$ cat src/rtl/usbsr_defs.vh
`ifndef USBSR_DEFS_VH
`define USBSR_DEFS_VH

// clock
`define USBSR_CLK_PERIOD_NS   100

// times in microseconds
`define USBSR_T_IDLE_US       3000
`define USBSR_T_RESUME_K_US   20000
`define USBSR_T_REMOTE_K_US   10000
`define USBSR_T_POWERED_OFF_MODE_SELECT_US     2000
`define USBSR_T_WAKE_MAX_US   15000

// oscillator and pll settle time, well inside the wake limit
`define USBSR_OSC_SETTLE_CYC  1000

// write lock release code
`define USBSR_UNLOCK_CODE     16'hAA37

// dev_mode_register fields
`define USBSR_MODE_PULLUP     0
`define USBSR_MODE_SUSP_CMD   1
`define USBSR_MODE_RST        2'h0

// dev_hw_config_register fields
`define USBSR_HW_EXT_PULLUP   0
`define USBSR_HW_CS_WAKE      1
`define USBSR_HW_POWERED_OFF_MODE_SELECT       2
`define USBSR_HW_CLK_RUN      3
`define USBSR_HW_RST          4'h8

// dev_irq_enable_register and dev_irq_register flag fields
`define USBSR_IRQ_SUSP        0
`define USBSR_IRQ_RESM        1
`define USBSR_IRQEN_RST       2'h0

// synchronised pin vector {vbus, cs_n, wake, k, idle}
`define USBSR_PIN_IDLE        0
`define USBSR_PIN_K           1
`define USBSR_PIN_WAKE        2
`define USBSR_PIN_CS_N        3
`define USBSR_PIN_VBUS        4
`define USBSR_PIN_RST         5'h08

`endif

$ cat src/rtl/usbsr_core.v
`timescale 1ns/1ps
`default_nettype none
`include "usbsr_defs.vh"

// What this block does
// RULE1 - K 20ms, wake high, or CS low resume
// RULE2 - local wake drives K for 10ms
// RULE3 - CS wake needs enable bit and VBUS
// RULE4 - restart oscillator, route clocks once stable
// RULE5 - wake drops suspend, sets resume flag, irq
// RULE6 - normal operation within 15ms of wake
// RULE7 - writes blocked after any wake-up
// RULE8 - code AA37 releases the write lock
// RULE9 - suspend on falling suspend command bit
// RULE10 - firmware sets then clears suspend command
// RULE11 - awake-to-suspend sets flag, optional irq
// RULE12 - live bit shows bus suspended
// RULE13 - connect bit switches bus pull-up
// RULE14 - config bit picks internal or external pull-up
// RULE15 - powered-off mode holds suspend output
// RULE16 - application restores itself after suspend drops
// RULE17 - bus idle over 3ms means suspend
// RULE18 - powered-off: suspend, clocks off after 2ms
// RULE19 - firmware clears clock run before suspend
// RULE20 - locked writes are ignored
// RULE21 - clock restart precedes remote wake K
module usbsr_core #(
   parameter [17:0] IDLE_CYC   = (`USBSR_T_IDLE_US * 1000 +
                                  `USBSR_CLK_PERIOD_NS - 1) /
                                 `USBSR_CLK_PERIOD_NS,
   parameter [17:0] RES_K_CYC  = (`USBSR_T_RESUME_K_US * 1000 +
                                  `USBSR_CLK_PERIOD_NS - 1) /
                                 `USBSR_CLK_PERIOD_NS,
   parameter [17:0] REM_K_CYC  = (`USBSR_T_REMOTE_K_US * 1000 +
                                  `USBSR_CLK_PERIOD_NS - 1) /
                                 `USBSR_CLK_PERIOD_NS,
   parameter [17:0] POWERED_OFF_MODE_SELECT_CYC = (`USBSR_T_POWERED_OFF_MODE_SELECT_US * 1000 +
                                  `USBSR_CLK_PERIOD_NS - 1) /
                                 `USBSR_CLK_PERIOD_NS,
   parameter [17:0] SETTLE_CYC = `USBSR_OSC_SETTLE_CYC
) (
   input  wire        clock_i,         // 10 MHz system clock
   input  wire        rst_i,           // sync reset, active high
   input  wire        line_idle_i,     // bus in idle (J) state, pin
   input  wire        line_k_i,        // bus in K state, pin
   input  wire        wake_i,          // local wake pin, high wakes
   input  wire        cs_n_i,          // chip select pin, active low
   input  wire        vbus_i,          // bus power present, pin
   input  wire        mode_wr_i,       // write strobe, mode register
   input  wire [1:0]  mode_data_i,     // mode register data
   input  wire        hwcfg_wr_i,      // write strobe, hw config
   input  wire [3:0]  hwcfg_data_i,    // hw config data
   input  wire        irqen_wr_i,      // write strobe, irq enables
   input  wire [1:0]  irqen_data_i,    // irq enable data
   input  wire        unlock_wr_i,     // write strobe, lock release
   input  wire [15:0] unlock_data_i,   // lock release data
   input  wire [1:0]  flag_clr_i,      // pulse, clear irq flags
   output reg         suspend_o,       // suspend indication pin
   output reg         osc_en_o,        // oscillator and pll enable
   output reg         clk_route_o,     // clocks routed to logic
   output reg         active_o,        // normal operation
   output reg         k_drive_o,       // drive K state on bus
   output reg         int_pullup_o,    // internal pull-up on
   output reg         ext_pullup_o,    // external pull-up on
   output reg         irq_o,           // interrupt request
   output reg  [1:0]  irq_flags_o,     // {resume, suspend} flags
   output reg         bus_idle_state_o,// live bus suspended bit
   output reg         wr_locked_o,     // register writes locked
   output reg  [1:0]  mode_o,          // mode register readback
   output reg  [3:0]  hwcfg_o,         // hw config readback
   output reg  [1:0]  irqen_o          // irq enable readback
);

   localparam [4:0] ST_AWAKE = 5'h01;
   localparam [4:0] ST_SUSP  = 5'h02;
   localparam [4:0] ST_CLK   = 5'h04;
   localparam [4:0] ST_WAKEK = 5'h08;
   localparam [4:0] ST_SPARE = 5'h10;

   reg  [4:0]  pin_meta_q;
   reg  [4:0]  pin_q;
   reg  [4:0]  state_q;
   reg  [4:0]  state_d;
   reg         remote_q;
   reg  [17:0] phase_lim;
   wire        idle_done;
   wire        k_done;
   wire        phase_done;
   wire        cs_wake;
   wire        local_wake;
   wire        host_wake;
   wire        unlock_hit;
   wire        susp_cmd_fall;
   wire        wr_ok;

   // pins sampled twice before use
   always @(posedge clock_i) begin
      if (rst_i) begin
         pin_meta_q <= `USBSR_PIN_RST;
         pin_q      <= `USBSR_PIN_RST;
      end else begin
         pin_meta_q <= {vbus_i, cs_n_i, wake_i, line_k_i, line_idle_i};
         pin_q      <= pin_meta_q;
      end
   end

   usbsr_timer #(.W(18)) u_idle (
      .clock_i (clock_i),
      .rst_i   (rst_i),
      .run_i   (pin_q[`USBSR_PIN_IDLE]),
      .limit_i (IDLE_CYC + 18'h00001),   // RULE17
      .done_o  (idle_done)
   );

   usbsr_timer #(.W(18)) u_kres (
      .clock_i (clock_i),
      .rst_i   (rst_i),
      .run_i   (pin_q[`USBSR_PIN_K] && state_q == ST_SUSP),
      .limit_i (RES_K_CYC),
      .done_o  (k_done)
   );

   // phase timer restarts on every state change
   usbsr_timer #(.W(18)) u_phase (
      .clock_i (clock_i),
      .rst_i   (rst_i),
      .run_i   (state_d == state_q),
      .limit_i (phase_lim),
      .done_o  (phase_done)
   );

   always @* begin
      if (state_q == ST_SUSP) begin
         phase_lim = POWERED_OFF_MODE_SELECT_CYC;
      end else if (state_q == ST_WAKEK) begin
         phase_lim = REM_K_CYC;
      end else begin
         phase_lim = SETTLE_CYC;
      end
   end

   assign cs_wake    = !pin_q[`USBSR_PIN_CS_N] &&
                       hwcfg_o[`USBSR_HW_CS_WAKE] &&
                       pin_q[`USBSR_PIN_VBUS];            // RULE3
   assign local_wake = pin_q[`USBSR_PIN_WAKE] || cs_wake;  // RULE1
   assign host_wake  = k_done;                             // RULE1
   assign unlock_hit = unlock_wr_i &&
                       unlock_data_i == `USBSR_UNLOCK_CODE; // RULE8
   assign wr_ok      = !wr_locked_o;                       // RULE20
   assign susp_cmd_fall = wr_ok && mode_wr_i &&
                          mode_o[`USBSR_MODE_SUSP_CMD] &&
                          !mode_data_i[`USBSR_MODE_SUSP_CMD]; // RULE9

   always @* begin
      state_d = state_q;
      case (state_q)
         ST_AWAKE: begin
            if (susp_cmd_fall) begin
               state_d = ST_SUSP;                          // RULE9
            end
         end
         ST_SUSP: begin
            if (host_wake || local_wake) begin
               state_d = ST_CLK;                           // RULE4
            end
         end
         ST_CLK: begin
            // remote K only once clocks are stable
            if (phase_done) begin
               state_d = remote_q ? ST_WAKEK : ST_AWAKE;   // RULE21
            end
         end
         ST_WAKEK: begin
            if (phase_done) begin
               state_d = ST_AWAKE;                         // RULE2
            end
         end
         default: begin
            state_d = ST_AWAKE;
         end
      endcase
   end

   always @(posedge clock_i) begin
      if (rst_i) begin
         state_q  <= ST_AWAKE;
         remote_q <= 1'b0;
      end else begin
         state_q <= state_d;
         if (state_q == ST_SUSP && state_d == ST_CLK) begin
            remote_q <= !host_wake;                        // RULE2
         end
      end
   end

   // registers, flags and lock
   always @(posedge clock_i) begin
      if (rst_i) begin
         mode_o           <= `USBSR_MODE_RST;
         hwcfg_o          <= `USBSR_HW_RST;
         irqen_o          <= `USBSR_IRQEN_RST;
         wr_locked_o      <= 1'b0;
         irq_flags_o      <= 2'h0;
         bus_idle_state_o <= 1'b0;
      end else begin
         if (wr_ok && mode_wr_i) begin
            mode_o <= mode_data_i;                         // RULE20
         end
         if (wr_ok && hwcfg_wr_i) begin
            hwcfg_o <= hwcfg_data_i;                       // RULE20
         end
         if (wr_ok && irqen_wr_i) begin
            irqen_o <= irqen_data_i;                       // RULE20
         end
         // a fresh wake beats a same-cycle unlock
         if (state_q == ST_CLK && phase_done) begin
            wr_locked_o <= 1'b1;                           // RULE7
         end else if (unlock_hit) begin
            wr_locked_o <= 1'b0;                           // RULE8
         end
         bus_idle_state_o <= idle_done;                    // RULE12
         // set wins over clear
         irq_flags_o[`USBSR_IRQ_SUSP] <=
            (idle_done && !bus_idle_state_o) ||
            (irq_flags_o[`USBSR_IRQ_SUSP] &&
             !flag_clr_i[`USBSR_IRQ_SUSP]);                // RULE11
         irq_flags_o[`USBSR_IRQ_RESM] <=
            (state_q == ST_CLK && phase_done) ||
            (irq_flags_o[`USBSR_IRQ_RESM] &&
             !flag_clr_i[`USBSR_IRQ_RESM]);                // RULE5
      end
   end

   // outputs from flip-flops, one cycle behind their causes
   always @(posedge clock_i) begin
      if (rst_i) begin
         suspend_o    <= 1'b0;
         osc_en_o     <= 1'b1;
         clk_route_o  <= 1'b1;
         active_o     <= 1'b1;
         k_drive_o    <= 1'b0;
         int_pullup_o <= 1'b0;
         ext_pullup_o <= 1'b0;
         irq_o        <= 1'b0;
      end else begin
         if (state_d == ST_SUSP) begin
            // powered-off: suspend waits 2ms; clock stops with it, or at once if clock run is clear
            if (hwcfg_o[`USBSR_HW_POWERED_OFF_MODE_SELECT]) begin
               suspend_o <= phase_done && state_q == ST_SUSP; // RULE18
               osc_en_o  <= !(phase_done && state_q == ST_SUSP) &&
                            hwcfg_o[`USBSR_HW_CLK_RUN];    // RULE18
            end else begin
               suspend_o <= 1'b1;                          // RULE15
               osc_en_o  <= hwcfg_o[`USBSR_HW_CLK_RUN];
            end
            clk_route_o <= 1'b0;
            active_o    <= 1'b0;
         end else if (state_d == ST_CLK) begin
            // powered-off keeps suspend until clocks are stable
            osc_en_o    <= 1'b1;                           // RULE4
            clk_route_o <= 1'b0;                           // RULE4
            active_o    <= 1'b0;
         end else begin
            suspend_o   <= 1'b0;                           // RULE5
            osc_en_o    <= 1'b1;
            clk_route_o <= 1'b1;                           // RULE4
            active_o    <= 1'b1;                           // RULE6
         end
         k_drive_o    <= (state_d == ST_WAKEK);            // RULE2
         int_pullup_o <= mode_o[`USBSR_MODE_PULLUP] &&
                         !hwcfg_o[`USBSR_HW_EXT_PULLUP];   // RULE13
         ext_pullup_o <= mode_o[`USBSR_MODE_PULLUP] &&
                         hwcfg_o[`USBSR_HW_EXT_PULLUP];    // RULE14
         irq_o <= (irq_flags_o[`USBSR_IRQ_SUSP] &&
                   irqen_o[`USBSR_IRQ_SUSP]) ||
                  (irq_flags_o[`USBSR_IRQ_RESM] &&
                   irqen_o[`USBSR_IRQ_RESM]);              // RULE11
      end
   end

endmodule // usbsr_core

`default_nettype wire

$ cat src/rtl/usbsr_timer.v
`timescale 1ns/1ps
`default_nettype none

// counts cycles while run_i is high, clears when low, saturates
module usbsr_timer #(
   parameter W = 18
) (
   input  wire         clock_i,  // system clock
   input  wire         rst_i,    // sync reset, active high
   input  wire         run_i,    // count while high
   input  wire [W-1:0] limit_i,  // cycles to reach done
   output wire         done_o    // count has reached limit
);

   reg [W-1:0] cnt_q;

   assign done_o = (cnt_q >= limit_i);

   always @(posedge clock_i) begin
      if (rst_i || !run_i) begin
         cnt_q <= {W{1'b0}};
      end else if (!done_o) begin
         cnt_q <= cnt_q + {{(W-1){1'b0}}, 1'b1};
      end
   end

endmodule // usbsr_timer

`default_nettype wire

$ cat config.mk
export PLATFORM = sky130hd
export DESIGN_NAME = usbsr_core
export DESIGN_NICKNAME = d
export VERILOG_FILES = /design/src/rtl/usbsr_core.v /design/src/rtl/usbsr_timer.v
export VERILOG_INCLUDE_DIRS = /design/src /design/src/rtl
export SDC_FILE = /design/constraint.sdc
export NUM_CORES = 1
export LEC_CHECK = 0
export BUFFER_PORTS_ARGS = -buffer_cell sky130_fd_sc_hd__buf_2
export CORE_MARGIN = 2
export CORE_UTILIZATION = 55
export CTS_CLUSTER_DIAMETER = 40
export DETAILED_ROUTE_END_ITERATION = 12
export GPL_ROUTABILITY_DRIVEN = 1
export PLACE_DENSITY = 0.9
export SYNTH_ARGS = -nofsm -noshare
export SYNTH_HDL_FRONTEND = slang
export SYNTH_HIERARCHICAL = 1
export SYNTH_SLANG_ARGS = --single-unit
export TNS_END_PERCENT = 100
$ cat constraint.sdc
create_clock -name clock_i -period 4 [get_ports clock_i]
set_input_delay 0.2 -clock clock_i [delete_from_list [all_inputs] [get_ports clock_i]]
set_output_delay 0.2 -clock clock_i [all_outputs]
set_load 0.1 [all_outputs]
==> key figures, run 1 <==
STA
  – Final worst setup slack: roughly 0.22 ns
  – Final count of negative-setup-slack endpoints: 0
  – Min Tclk post-route: about 3.8 ns
  – Final-layout setup total negative slack: 0 ns
  – Final worst path period share: 0.9455
  – Largest clock skew in the final design: around 0.0069 ns
  – Fmax achieved: roughly 0.26 GHz
  – Final hold violation count: 0
  – Worst Max-Slew Pin Slew: approximately 1.2 ns
  – Worst-case headroom to the max-slew limit: 0.2038
  – Final Max Tran Viols: 0

Synth
  – Share of flip-flops with an asynchronous set or reset: 0
  – Post-synthesis cell type count: 68
  – Number of synthesized flops with an enable pin: 0
  – Instance count of the mapped netlist: 710
  – Cell Area, Synth: 0.006247 sq mm
  – Number of warnings issued by yosys: 6
  – Synthesis-stage register bit count: 89
  – Fraction of the yosys area taken by sequential cells: 0.2852
  – Mean instance size in the synthesized netlist: 8.799 sq um
  – Flip-flop cell with the highest count after synthesis: dfxtp_1

Placed design
  – IO buf count: between 50 and 60
  – Placed Instance Area: between 0.006 and 0.007 sq mm
  – Post-Place Worst Slack: approximately 0.23 ns
  – DP Wirelength: 10.24 mm
  – Post-placement cell count: a little over 900
  – Last weighted congestion value of the routability-driven placer: just under 0.9

Die
  – Floorplan die area: between 0.01 and 0.015 sq mm
  – Standard cell core area: ~0.011 sq mm
  – Initial core utilization: 0.5688
  – I/O pin count: 57
  – Row count: 38
  – Die Span Y: approximately 110 microns
  – Chip Width: around 110 microns

Worst setup path
  – Critical Path Slowest Stage Cell: dfxtp_1
  – Crit path cell chain: nor3_2 > nand2_1 > inv_2 > nor2_2 > inv_1 > ha_1 > and4_1 > o211ai_1 > a31oi_2 > nor3_1 > inv_1 > and3b_1 > a211oi_1 > inv_1 > nor2b_2 > buf_4 > nand2_1 > a41oi_1 > a31o_1
  – Critical Path Fanout Max: 15
  – Kind of critical path: reg -> reg
  – Number of buffer and inverter instances along the worst setup path: 5
  – Critical path endpoint category: register
  – Signal arrival time at the worst endpoint: around 4.0 ns
  – Worst stage delay on the critical path: between 0.4 and 0.5 ns
  – Cell type group with the largest total delay on the critical path: simple AND/OR/NAND/NOR gates
  – Data required, critical path: about 4.2 ns
  – Setup crit start kind: register
  – Most frequent cell on the critical path: inv_1

Final layout
  – Antenna diodes: 0
  – # nets final: approximately 900
  – Synth-to-Final Area Change: 14.12%
  – Most common cell after layout, fill and taps aside: dfxtp_1
  – Final core occ: 0.6491
  – Finished layout cell area: 0.007129 sq mm
  – Most frequent cells in the layout: dfxtp_1 (86), nand2_1 (74), inv_1 (65), ha_1 (57), buf_2 (56)
  – Post-Layout Cell Count: between 900 and 1000
  – Share of final-layout standard cells stronger than drive strength 1: 0.1815

GRT
  – Total routing usage reported by global routing: 0.2341
  – Initial antenna violation count: 0
  – Vias in the first global route: roughly 5300
  – Wire length of the first global-routing pass: between 20 and 25 mm
  – GR Overflow Total: 0
  – Maximum number of pins on one net before global-route repair: 39

Clocking
  – Clock slew at the register clock pins of the worst setup and hold paths: roughly 0.06 ns
  – Worst-skew pair later-pin latency: between 0.3 and 0.4 ns
  – Number of buffers inserted during clock tree synthesis: 9
  – Post-CTS setup buffer count: 0
  – CTS Root Buffer Type: clkbuf_16
  – H-Tree Depth: 3
  – Number of buffers added to fix hold violations after cts: 0
  – Number of buffers between clock root and the deepest sink: 2
  – TritonCTS clock tree: yes
  – Number of sinks on the clock net: 89

Power and ir drop
  – Power density cells: between 200 and 300 mW/mm^2
  – Maximum ir drop on the vdd rail: just over 0.3 mV
  – Lkg Pwr: 3.108 nW

Detailed routing
  – Via count: 5616
  – DR pass1 iterations: 5
  – Routed length per instance: roughly 15 microns
  – Detailed Route Iter0 Violations: 434
  – Routed Wire Length: between 10 and 15 mm
  – Via-per-instance ratio: slightly below 6
  – Remaining antenna violation count: 0
  – DRC violation count after routing: 0

Outcome
  – Run status: finished, final reports clean

Min path
  – Hold/Removal Path Class: in -> reg

Job
  – Count of maximum capacitance violations: 0
-- per-stage QoR --
step / total power [mW] / hold WS [ns]
2_1_floorplan: 1.048 / 0.3038
3_5_place_dp: 1.089 / 0.4001
4_1_cts: 1.954 / 0.05264
6_report: 1.946 / 0.05138
5_1_grt: 2.018 / 0.05343
3_3_place_gp: 1.085 / 0.3873
-- power breakdown --
| group | internal [mW] | switching [mW] | total (mW) |
|---|---|---|---|
| registers | 0.899 | 0.0100 | 0.909 |
| clock network | 0.518 | 0.351 | 0.869 |
| logic | 0.0577 | 0.110 | 0.168 |
| total | 1.48 | 0.471 | 1.95 |
-- layer usage --
| metal | vias to the layer above | global-route usage | share of wire |
|---|---|---|---|
| met4 | 0 | 0.09000 | 0.020 |
| met2 | 214 | 0.3988 | 0.48 |
| met5 | - | 0 | 0 |
| met3 | 30 | 0.03513 | 0.055 |
| met1 | 2665 | 0.2986 | 0.44 |
| li1 | 2707 | - | - |
-- worst paths after layout --
path                       startpoint                            end  slack, ns  cells past startpoint
max             state_q[4]$_SDFF_PP0_  u_phase/cnt_q[2]$_SDFFE_PP0N_       0.22                     19
min reg2reg  pin_meta_q[3]$_SDFF_PP1_            pin_q[3]$_SDFF_PP1_       0.41                      1
max reg2reg     state_q[4]$_SDFF_PP0_  u_phase/cnt_q[2]$_SDFFE_PP0N_       0.22                     19
min                            cs_n_i       pin_meta_q[3]$_SDFF_PP1_       0.05                      2
-- state kept, by name, indices dropped and copies added (netlist names), 4 cells and up --
signal and flops:
hwcfg_o 4, state_q 5, u_kres/cnt_q 18, u_idle/cnt_q 18, u_phase/cnt_q 18, pin_meta_q 5, pin_q 5
-- cells by family after synthesis --
group / after synthesis / share of synthesized area
compound gates: 81 / 0.1039
xor+xnor: 2 / 0.002804
fa+ha+maj: 57 / 0.1142
buf+inv: 93 / 0.06609
flops: 89 / 0.2852
mux: 56 / 0.09013
other cells: 2 / 0.001202
simple gates: 330 / 0.3365
-- what timing repair did --
item | 4_1_cts | 5_1_grt
setup endpoints to repair | 0 | 16
endpoints found under the hold margin | 0 | 0
gates resized for setup | 0 | 9
-- Yosys cell counts, types with 3 or more instances --
library cell / count / area [sq um]
a22o_1: 4 / 35.03
nand2_1: 74 / 277.8
and3_4: 3 / 33.78
nor2_1: 30 / 112.6
nor3_1: 8 / 40.04
nor4_4: 3 / 63.81
inv_1: 66 / 247.7
a22oi_1: 4 / 30.03
a21o_1: 6 / 45.04
nand3_1: 24 / 120.1
clkbuf_1: 13 / 48.80
dfxtp_1: 89 / 1782
nand2b_1: 52 / 325.3
buf_4: 4 / 30.03
ha_1: 57 / 713.2
and2_1: 3 / 18.77
a21oi_1: 16 / 80.08
a211o_1: 3 / 26.28
a211oi_1: 3 / 22.52
nor4bb_1: 4 / 40.04
nand4_1: 31 / 193.9
o31ai_1: 3 / 22.52
mux2i_1: 54 / 540.5
and4_4: 3 / 33.78
nor2b_1: 19 / 118.9
buf_2: 3 / 15.01
nor4_2: 26 / 325.3
and4_1: 13 / 113.9
o21ai_0: 9 / 45.04
and3_1: 8 / 50.05
o311a_4: 3 / 63.81
nor4_1: 12 / 75.07
o211ai_1: 5 / 37.54
buf_6: 6 / 67.56
-- worst reg2reg max path, stage by stage, from the launching register on --
cell      delay (ns)
dfxtp_1         0.49
nor3_2          0.09
nand2_1         0.13
inv_2           0.10
nor2_2          0.20
inv_1           0.07
ha_1            0.31
and4_1          0.25
o211ai_1        0.16
a31oi_2         0.24
nor3_1          0.10
inv_1           0.14
and3b_1         0.21
a211oi_1        0.36
inv_1           0.10
nor2b_2         0.17
buf_4           0.21
nand2_1         0.09
a41oi_1         0.04
a31o_1          0.21
-- area by class of cell --
type	count	area, sq um
flip-flops and latches	89	1785
multi-input cells	572	4250
well taps	140	175.2
repair buffers	67	362.8
clock buffers	12	256.5
fillers	798	3854
inverters	66	247.7
clock inverters	4	51.30
No activity file was read; power rests on OpenSTA's default activity.
==> run 2, diff against run 1 <==
--- a/config.mk
+++ b/config.mk
@@ -6,11 +6,11 @@
 export SDC_FILE = /design/constraint.sdc
 export NUM_CORES = 1
 export LEC_CHECK = 0
-export BUFFER_PORTS_ARGS = -buffer_cell sky130_fd_sc_hd__buf_2
 export CORE_MARGIN = 2
-export CORE_UTILIZATION = 55
+export CORE_UTILIZATION = 59
 export CTS_CLUSTER_DIAMETER = 40
 export DETAILED_ROUTE_END_ITERATION = 12
+export DONT_BUFFER_PORTS = 1
 export GPL_ROUTABILITY_DRIVEN = 1
 export PLACE_DENSITY = 0.9
 export SYNTH_ARGS = -nofsm -noshare
==> run 2 against run 1 <==
  * Via count fell by 1.3%
  * Largest power group unchanged
  * Combinational power is 24% lower
  * First-iteration DRC count up 26%
  * Global-route usage grew 4.4 points
  * Critical endpoint unchanged
==> key figures, run 2 (same netlist as run 1, synthesis figures left out) <==
Outcome
  – Run status: finished, final reports clean

Worst setup path
  – Kind of critical path: reg -> reg
  – Setup crit start kind: register
  – Data required, critical path: 4.32 ns
  – Critical Path Fanout Max: 15
  – Internal reg-to-reg setup slack: roughly 0.26 ns
  – Worst reg2reg endpoint: u_phase/cnt_q[2]$_SDFFE_PP0N_
  – Worst reg2reg path depth: 19
  – Critical path endpoint category: register
  – Signal arrival time at the worst endpoint: just over 4 ns
  – Origin of the critical flop-to-flop path: state_q[2]$_SDFF_PP0_

Final layout
  – Most frequent cells in the layout: dfxtp_1 (87), nand2_1 (74), inv_1 (66), ha_1 (57), mux2i_1 (54)
  – Post-Layout Cell Count: roughly 900
  – # nets final: about 860
  – Finished layout cell area: 0.006847 sq mm
  – Most common cell after layout, fill and taps aside: dfxtp_1
  – Antenna diodes: 0
  – Synth-to-Final Area Change: 9.593%
  – Leading registers by flop count: u_idle/cnt_q x18, u_kres/cnt_q x18, u_phase/cnt_q x18
  – Share of final-layout standard cells stronger than drive strength 1: 0.1185

GRT
  – Initial antenna violation count: 0
  – Vias in the first global route: ~5700
  – Maximum number of pins on one net before global-route repair: 35
  – Total routing usage reported by global routing: 0.2777
  – GR Overflow Total: 0
  – Wire length of the first global-routing pass: between 20 and 30 mm

Power and ir drop
  – Power share of the combinational group: 0.075
  – Power consumption: ~1.7 mW
  – Clock power share: 0.370
  – Lkg Pwr: roughly 2.9 nW
  – Switch share: 0.2686
  – Portion of total power attributed to sequential cells: 0.555
  – Maximum ir drop on the vdd rail: 0.3112 mV
  – Power density cells: roughly 250 mW/mm^2
  – Internal portion of total power: between 1 and 1.5 mW
  – Net switching power of the design: roughly 0.46 mW

Clocking
  – Post-CTS setup buffer count: 0
  – CTS Root Buffer Type: clkbuf_8
  – Clock slew at the register clock pins of the worst setup and hold paths: approximately 0.090 ns
  – Worst-skew pair later-pin latency: approximately 0.37 ns
  – Number of buffers inserted during clock tree synthesis: 9
  – H-Tree Depth: 3
  – TritonCTS clock tree: yes
  – Number of buffers between clock root and the deepest sink: 2
  – Number of sinks on the clock net: 89

Min path
  – Hold Path Cell Cnt: 2
  – Hold/Removal Path Class: in -> reg
  – Hold worst-path end: mode_o[0]$_SDFFE_PP0N_
  – Origin of the worst min-delay path: mode_data_i[0]

Detailed routing
  – DR pass1 iterations: 5
  – Via count: ~5500
  – DRC violation count after routing: 0
  – Routed Wire Length: between 15 and 20 mm
  – Remaining antenna violation count: 0
  – Detailed Route Iter0 Violations: between 500 and 600
  – Via-per-instance ratio: slightly above 6
  – Routed length per instance: 17.01 microns

STA
  – Largest clock skew in the final design: ~0.0083 ns
  – Fmax achieved: between 0.2 and 0.3 GHz
  – Setup repair after global routing missed its margin: no
  – Final count of negative-setup-slack endpoints: 0
  – Worst-case headroom to the max-slew limit: 0.2213
  – Final hold violation count: 0
  – Worst Max-Slew Pin Slew: 1.163 ns
  – Smallest hold slack: about 0.0036 ns
  – Final worst path period share: 0.9361
  – Final-layout setup total negative slack: 0 ns
  – Final Max Tran Viols: 0
  – Min Tclk post-route: 3.744 ns

Placed design
  – Post-placement cell count: between 800 and 900
  – IO buf count: 0
  – Last weighted congestion value of the routability-driven placer: 0.9400
  – Placed Instance Area: about 0.0065 sq mm
  – DP Wirelength: 10.82 mm

Die
  – Row count: 37
  – Standard cell core area: 0.01032 sq mm
  – Chip Width: around 110 microns
  – Floorplan die area: approximately 0.011 sq mm
  – Die Span Y: ~110 microns
  – Initial core utilization: 0.6051
  – I/O pin count: 57

Job
  – Count of maximum capacitance violations: 0
==> run 2: worst max-delay path, stage by stage (launching register included) <==
cell and delay (ns):
dfxtp_1 0.50, nor3_1 0.13, nand2_1 0.10, inv_1 0.06, nor2_1 0.25, inv_1 0.08, ha_1 0.33, and4_4 0.18
and3_4 0.18, o311a_4 0.30, nor3_1 0.24, inv_1 0.16, and3b_1 0.28, a211oi_2 0.06, inv_1 0.11, nor2b_2 0.15
buf_4 0.20, nand2_1 0.07, a41oi_1 0.17, a31o_1 0.12
==> run 2: power by group through the flow <==
stage               clock [mW]  combinational (mW)  sequential, mW
floorplan                    0              0.0836           0.964
global placement             0               0.101           0.959
detailed placement           0               0.108           0.959
CTS                      0.642               0.121           0.939
global route             0.675               0.142           0.942
finish                   0.628               0.127           0.940
==> run 2: cell type report <==
type | instances | area [sq um]
fillers | 752 | 3477
repair buffers | 25 | 212.7
clock inverters | 6 | 67.56
well taps | 136 | 170.2
clock buffers | 10 | 127.6
inverters | 66 | 247.7
multi-input cells | 572 | 4237
flip-flops and latches | 89 | 1784
==> run 2: metal layers <==
| metal | part of all wire | track usage |
|---|---|---|
| met4 | 0.041 | 0.1410 |
| met3 | 0.063 | 0.05714 |
| met1 | 0.39 | 0.2991 |
| met5 | 0 | 0 |
| met2 | 0.51 | 0.5105 |
==> run 2: stage by stage <==
| step | utilization | setup slack, ns |
|---|---|---|
| after floorplan | - | 0.01310 |
| after global placement | 0.6334 | 0.4546 |
| after detailed placement | 0.6334 | 0.3149 |
| after CTS | 0.6620 | 0.2995 |
| after global routing | 0.6632 | 0.006225 |
| final | 0.6632 | 0.2556 |
==> run 2: what timing repair did <==
item | in CTS | in global routing
hold buffers | 10 | 0
endpoints found under the hold margin | 27 | 0
setup endpoints to repair | 0 | 4
resized for setup | 0 | 3
==> run 2: how the worst max path moves through the flow <==
stage	slack, ns	startpoint	depth (start not counted)	endpoint
2_1_floorplan	0.01	state_q[1]$_SDFF_PP0_	20	u_phase/cnt_q[4]$_SDFFE_PP0N_
3_3_place_gp	0.45	state_q[2]$_SDFF_PP0_	18	u_phase/cnt_q[2]$_SDFFE_PP0N_
3_5_place_dp	0.31	state_q[2]$_SDFF_PP0_	19	u_phase/cnt_q[2]$_SDFFE_PP0N_
4_1_cts	0.30	state_q[2]$_SDFF_PP0_	18	u_phase/cnt_q[2]$_SDFFE_PP0N_
5_1_grt	0.006	state_q[2]$_SDFF_PP0_	19	u_phase/cnt_q[2]$_SDFFE_PP0N_
6_report	0.26	state_q[2]$_SDFF_PP0_	19	u_phase/cnt_q[2]$_SDFFE_PP0N_
==> run 3, diff against run 2 <==
--- a/config.mk
+++ b/config.mk
@@ -6,13 +6,14 @@
 export SDC_FILE = /design/constraint.sdc
 export NUM_CORES = 1
 export LEC_CHECK = 0
+export ABC_AREA = 1
 export CORE_MARGIN = 2
-export CORE_UTILIZATION = 59
+export CORE_UTILIZATION = 26
 export CTS_CLUSTER_DIAMETER = 40
 export DETAILED_ROUTE_END_ITERATION = 12
 export DONT_BUFFER_PORTS = 1
 export GPL_ROUTABILITY_DRIVEN = 1
-export PLACE_DENSITY = 0.9
+export PLACE_DENSITY = 0.53
 export SYNTH_ARGS = -nofsm -noshare
 export SYNTH_HDL_FRONTEND = slang
 export SYNTH_HIERARCHICAL = 1
==> run 3 against run 2 <==
  * Utilization fell by 36 points
  * Hold slack improved by 0.0058 ns
  * Largest power group unchanged
  * Register-to-register slack better by 0.53 ns
  * Die area rose by 130%
  * Non-clock buffer count shrank 10
  * Critical path type unchanged
  * Maximum frequency increased by 16%
  * Sequential power grew 0.5%
  * Global-route usage decreased by 16 points
  * Critical endpoint is now u_phase/cnt_q[15]$_SDFFE_PP0N_
==> key figures, run 3 <==
Min path
  – Origin of the worst min-delay path: wake_i
  – Hold Path Cell Cnt: 2
  – Hold worst-path end: pin_meta_q[2]$_SDFF_PP0_
  – Hold/Removal Path Class: in -> reg

Clocking
  – Worst-skew pair later-pin latency: approximately 0.35 ns
  – TritonCTS clock tree: yes
  – Number of buffers between clock root and the deepest sink: 2
  – CTS Root Buffer Type: clkbuf_16
  – H-Tree Depth: 3
  – Number of buffers inserted during clock tree synthesis: 9
  – Number of sinks on the clock net: about 90
  – Clock slew at the register clock pins of the worst setup and hold paths: approximately 0.070 ns

Synth
  – Flip-flop cell with the highest count after synthesis: dfxtp_1
  – Share of the synthesized area in the top cell type: 0.2687
  – Number of synthesized flops with an enable pin: 0
  – Number of warnings issued by yosys: 6
  – Mean instance size in the synthesized netlist: ~6.7 sq um
  – Post-synthesis cell type count: 37
  – Synthesis-stage register bit count: a little under 90
  – Instance count of the mapped netlist: approximately 1000
  – Share of flip-flops with an asynchronous set or reset: 0
  – Most repeated cell in the gate-level netlist after synthesis: nand2_1
  – Leading cell types by total area after synthesis: dfxtp_1 (27%), nand2_1 (14%), ha_1 (11%)
  – Most frequent cells after synthesis: nand2_1 (255), inv_1 (155), nor2_1 (123)
  – Fraction of the yosys area taken by sequential cells: 0.2687
  – Cell Area, Synth: 0.006631 sq mm
  – Cell accounting for the most synthesized area: dfxtp_1

Power and ir drop
  – Portion of total power attributed to sequential cells: 0.476
  – Power share of the combinational group: 0.062
  – Switch share: 0.2721
  – Maximum ir drop on the vdd rail: ~0.29 mV
  – Clock power share: 0.462
  – Power density cells: about 260 mW/mm^2
  – Lkg Pwr: between 3 and 4 nW
  – Internal portion of total power: 1.447 mW
  – Net switching power of the design: roughly 0.54 mW
  – Power consumption: just under 2 mW

Detailed routing
  – Remaining antenna violation count: 0
  – Via-per-instance ratio: about 4.2
  – Met3 routed wirelength: roughly 670 microns
  – Via count: just under 6000
  – DRC violation count after routing: 0
  – DR pass1 iterations: 4
  – Routed Wire Length: approximately 15 mm
  – Routed length per instance: approximately 11 microns
  – Met2 WL post-DR: about 6.7 mm
  – Highest signal layer in the routed design: met4
  – Detailed Route Iter0 Violations: approximately 240
  – Met1 WL: 7.407 mm

Final layout
  – Final core occ: 0.2999
  – Most common cell after layout, fill and taps aside: nand2_1
  – Post-Layout Cell Count: roughly 1400
  – Synth-to-Final Area Change: 13.57%
  – Share of final-layout standard cells stronger than drive strength 1: 0.1197
  – Antenna diodes: 0
  – Most frequent cells in the layout: nand2_1 (255), inv_1 (155), nor2_1 (123), dfxtp_1 (88), ha_1 (57)
  – # nets final: 1142
  – Finished layout cell area: 0.007531 sq mm
  – Leading registers by flop count: u_idle/cnt_q x18, u_kres/cnt_q x18, u_phase/cnt_q x18

STA
  – Fmax achieved: around 0.31 GHz
  – Smallest hold slack: approximately 0.0094 ns
  – Final worst setup slack: between 0.7 and 0.8 ns
  – Final hold violation count: 0
  – Worst-case headroom to the max-slew limit: 0.2789
  – Final worst path period share: 0.8045
  – Worst Max-Slew Pin Slew: 1.080 ns
  – Final Max Tran Viols: 0
  – Min Tclk post-route: around 3.2 ns
  – Largest clock skew in the final design: just over 0.009 ns
  – Setup repair after global routing missed its margin: no
  – Final-layout setup total negative slack: 0 ns
  – Final count of negative-setup-slack endpoints: 0

Die
  – Initial core utilization: 0.2641
  – Floorplan die area: approximately 0.027 sq mm
  – I/O pin count: 57
  – Chip Width: between 150 and 200 microns
  – Standard cell core area: roughly 0.025 sq mm
  – Row count: between 50 and 60
  – Die Span Y: 163.7 microns

Worst setup path
  – Most frequent cell on the critical path: inv_1
  – Critical path endpoint category: register
  – Kind of critical path: reg -> reg
  – Cell type group with the largest total delay on the critical path: simple AND/OR/NAND/NOR gates
  – Critical Path Slowest Stage Cell: dfxtp_1
  – Number of buffer and inverter instances along the worst setup path: 5
  – Signal arrival time at the worst endpoint: 3.49 ns
  – Setup crit start kind: register
  – Crit path cell chain: inv_1 > nand3_2 > nor2_4 > nor2_1 > inv_1 > ha_1 > nand2_1 > nor2_2 > nand2_1 > nor2_2 > nor2_4 > nand3_4 > inv_1 > o21ai_0 > nand3b_1 > inv_1 > nor2_1 > inv_1 > a21oi_1
  – Critical Path Fanout Max: 17
  – Total stage count of the critical path: 19
  – Origin of the critical flop-to-flop path: state_q[0]$_SDFF_PP1_
  – Worst stage delay on the critical path: about 0.4 ns
  – Internal reg-to-reg setup slack: a little under 0.8 ns
  – Worst reg2reg path depth: 19
  – Worst reg2reg endpoint: u_phase/cnt_q[15]$_SDFFE_PP0N_
  – Data required, critical path: roughly 4.3 ns

GRT
  – Wire length of the first global-routing pass: ~26 mm
  – Maximum number of pins on one net before global-route repair: 25
  – Total routing usage reported by global routing: 0.1198
  – GR Overflow Total: 0
  – Initial antenna violation count: 0
  – Vias in the first global route: about 5600

Placed design
  – Post-placement cell count: 1358
  – IO buf count: 0
  – DP Wirelength: between 10 and 15 mm
  – Post-Place Worst Slack: slightly below 0.8 ns
  – Placed Instance Area: 0.007118 sq mm
  – Last weighted congestion value of the routability-driven placer: approximately 0.84

Job
  – Count of maximum capacitance violations: 0

Outcome
  – Run status: finished, final reports clean
run 3: cell types whose count changed after synthesis, moves of 26 or more:
cell,before,now
inv_1,66,155
mux2i_1,54,0
nand2_1,74,255
nand2_2,0,31
nand2b_1,52,0
nor2_1,30,123
nor4_2,26,0
run 3: worst reg2reg max path, stage by stage, from the launching register on:
cell	delay, ns
dfxtp_1	0.40
inv_1	0.07
nand3_2	0.08
nor2_4	0.07
nor2_1	0.24
inv_1	0.08
ha_1	0.29
nand2_1	0.10
nor2_2	0.06
nand2_1	0.10
nor2_2	0.07
nor2_4	0.37
nand3_4	0.10
inv_1	0.09
o21ai_0	0.08
nand3b_1	0.10
inv_1	0.04
nor2_1	0.24
inv_1	0.36
a21oi_1	0.23
run 3: worst max path at each step:
| stage | end | start | slack (ns) |
|---|---|---|---|
| final | u_phase/cnt_q[15]$_SDFFE_PP0N_ | state_q[0]$_SDFF_PP1_ | 0.78 |
| after global placement | u_phase/cnt_q[15]$_SDFFE_PP0N_ | state_q[0]$_SDFF_PP1_ | 0.89 |
| after CTS | u_phase/cnt_q[14]$_SDFFE_PP0N_ | state_q[0]$_SDFF_PP1_ | 0.75 |
| after global routing | u_phase/cnt_q[6]$_SDFFE_PP0N_ | state_q[0]$_SDFF_PP1_ | 0.43 |
| after detailed placement | u_phase/cnt_q[14]$_SDFFE_PP0N_ | state_q[0]$_SDFF_PP1_ | 0.78 |
| after floorplan | u_phase/cnt_q[13]$_SDFFE_PP0N_ | state_q[0]$_SDFF_PP1_ | 0.90 |
run 3: layout make-up:
cell class | instances | area (sq um)
fill | 2821 | 17580
multi-input combinational | 773 | 4277
sequential | 89 | 1783
inverter | 160 | 600.6
tap | 330 | 412.9
clock buffer | 9 | 225.2
timing repair buffer | 15 | 135.1
clock inverter | 7 | 97.59
run 3: what timing repair did:
action / in CTS / in global routing
hold buffers: 9 / 0
endpoints found under the hold margin: 26 / 0
resized for setup: 0 / 0
buffers inserted: 0 / 0
run 3: routing by layer:
layer,GRT usage,vias up
met4,0.03150,0
met1,0.1539,2541
met5,0,-
met2,0.2032,101
li1,-,3211
met3,0.02551,10
run 3: logic make-up (layout without fill, tap and decap cells):
family / after synthesis / after routing / share of synthesized area
compound gates: 94 / 94 / 0.08943
simple gates: 554 / 554 / 0.3928
other cells: 2 / 46 / 0.001132
xor+xnor: 22 / 22 / 0.02906
flops: 89 / 89 / 0.2687
fa+ha+maj: 57 / 57 / 0.1075
buf+inv: 179 / 191 / 0.1113
run 3: power groups by stage:
stage               registers (mW)  logic (mW)  clock network (mW)
finish                       0.945       0.123               0.919
global route                 0.947       0.145               0.979
CTS                          0.945       0.124               0.955
detailed placement           0.966       0.113                   0
global placement             0.966       0.111                   0
floorplan                    0.972      0.0868                   0
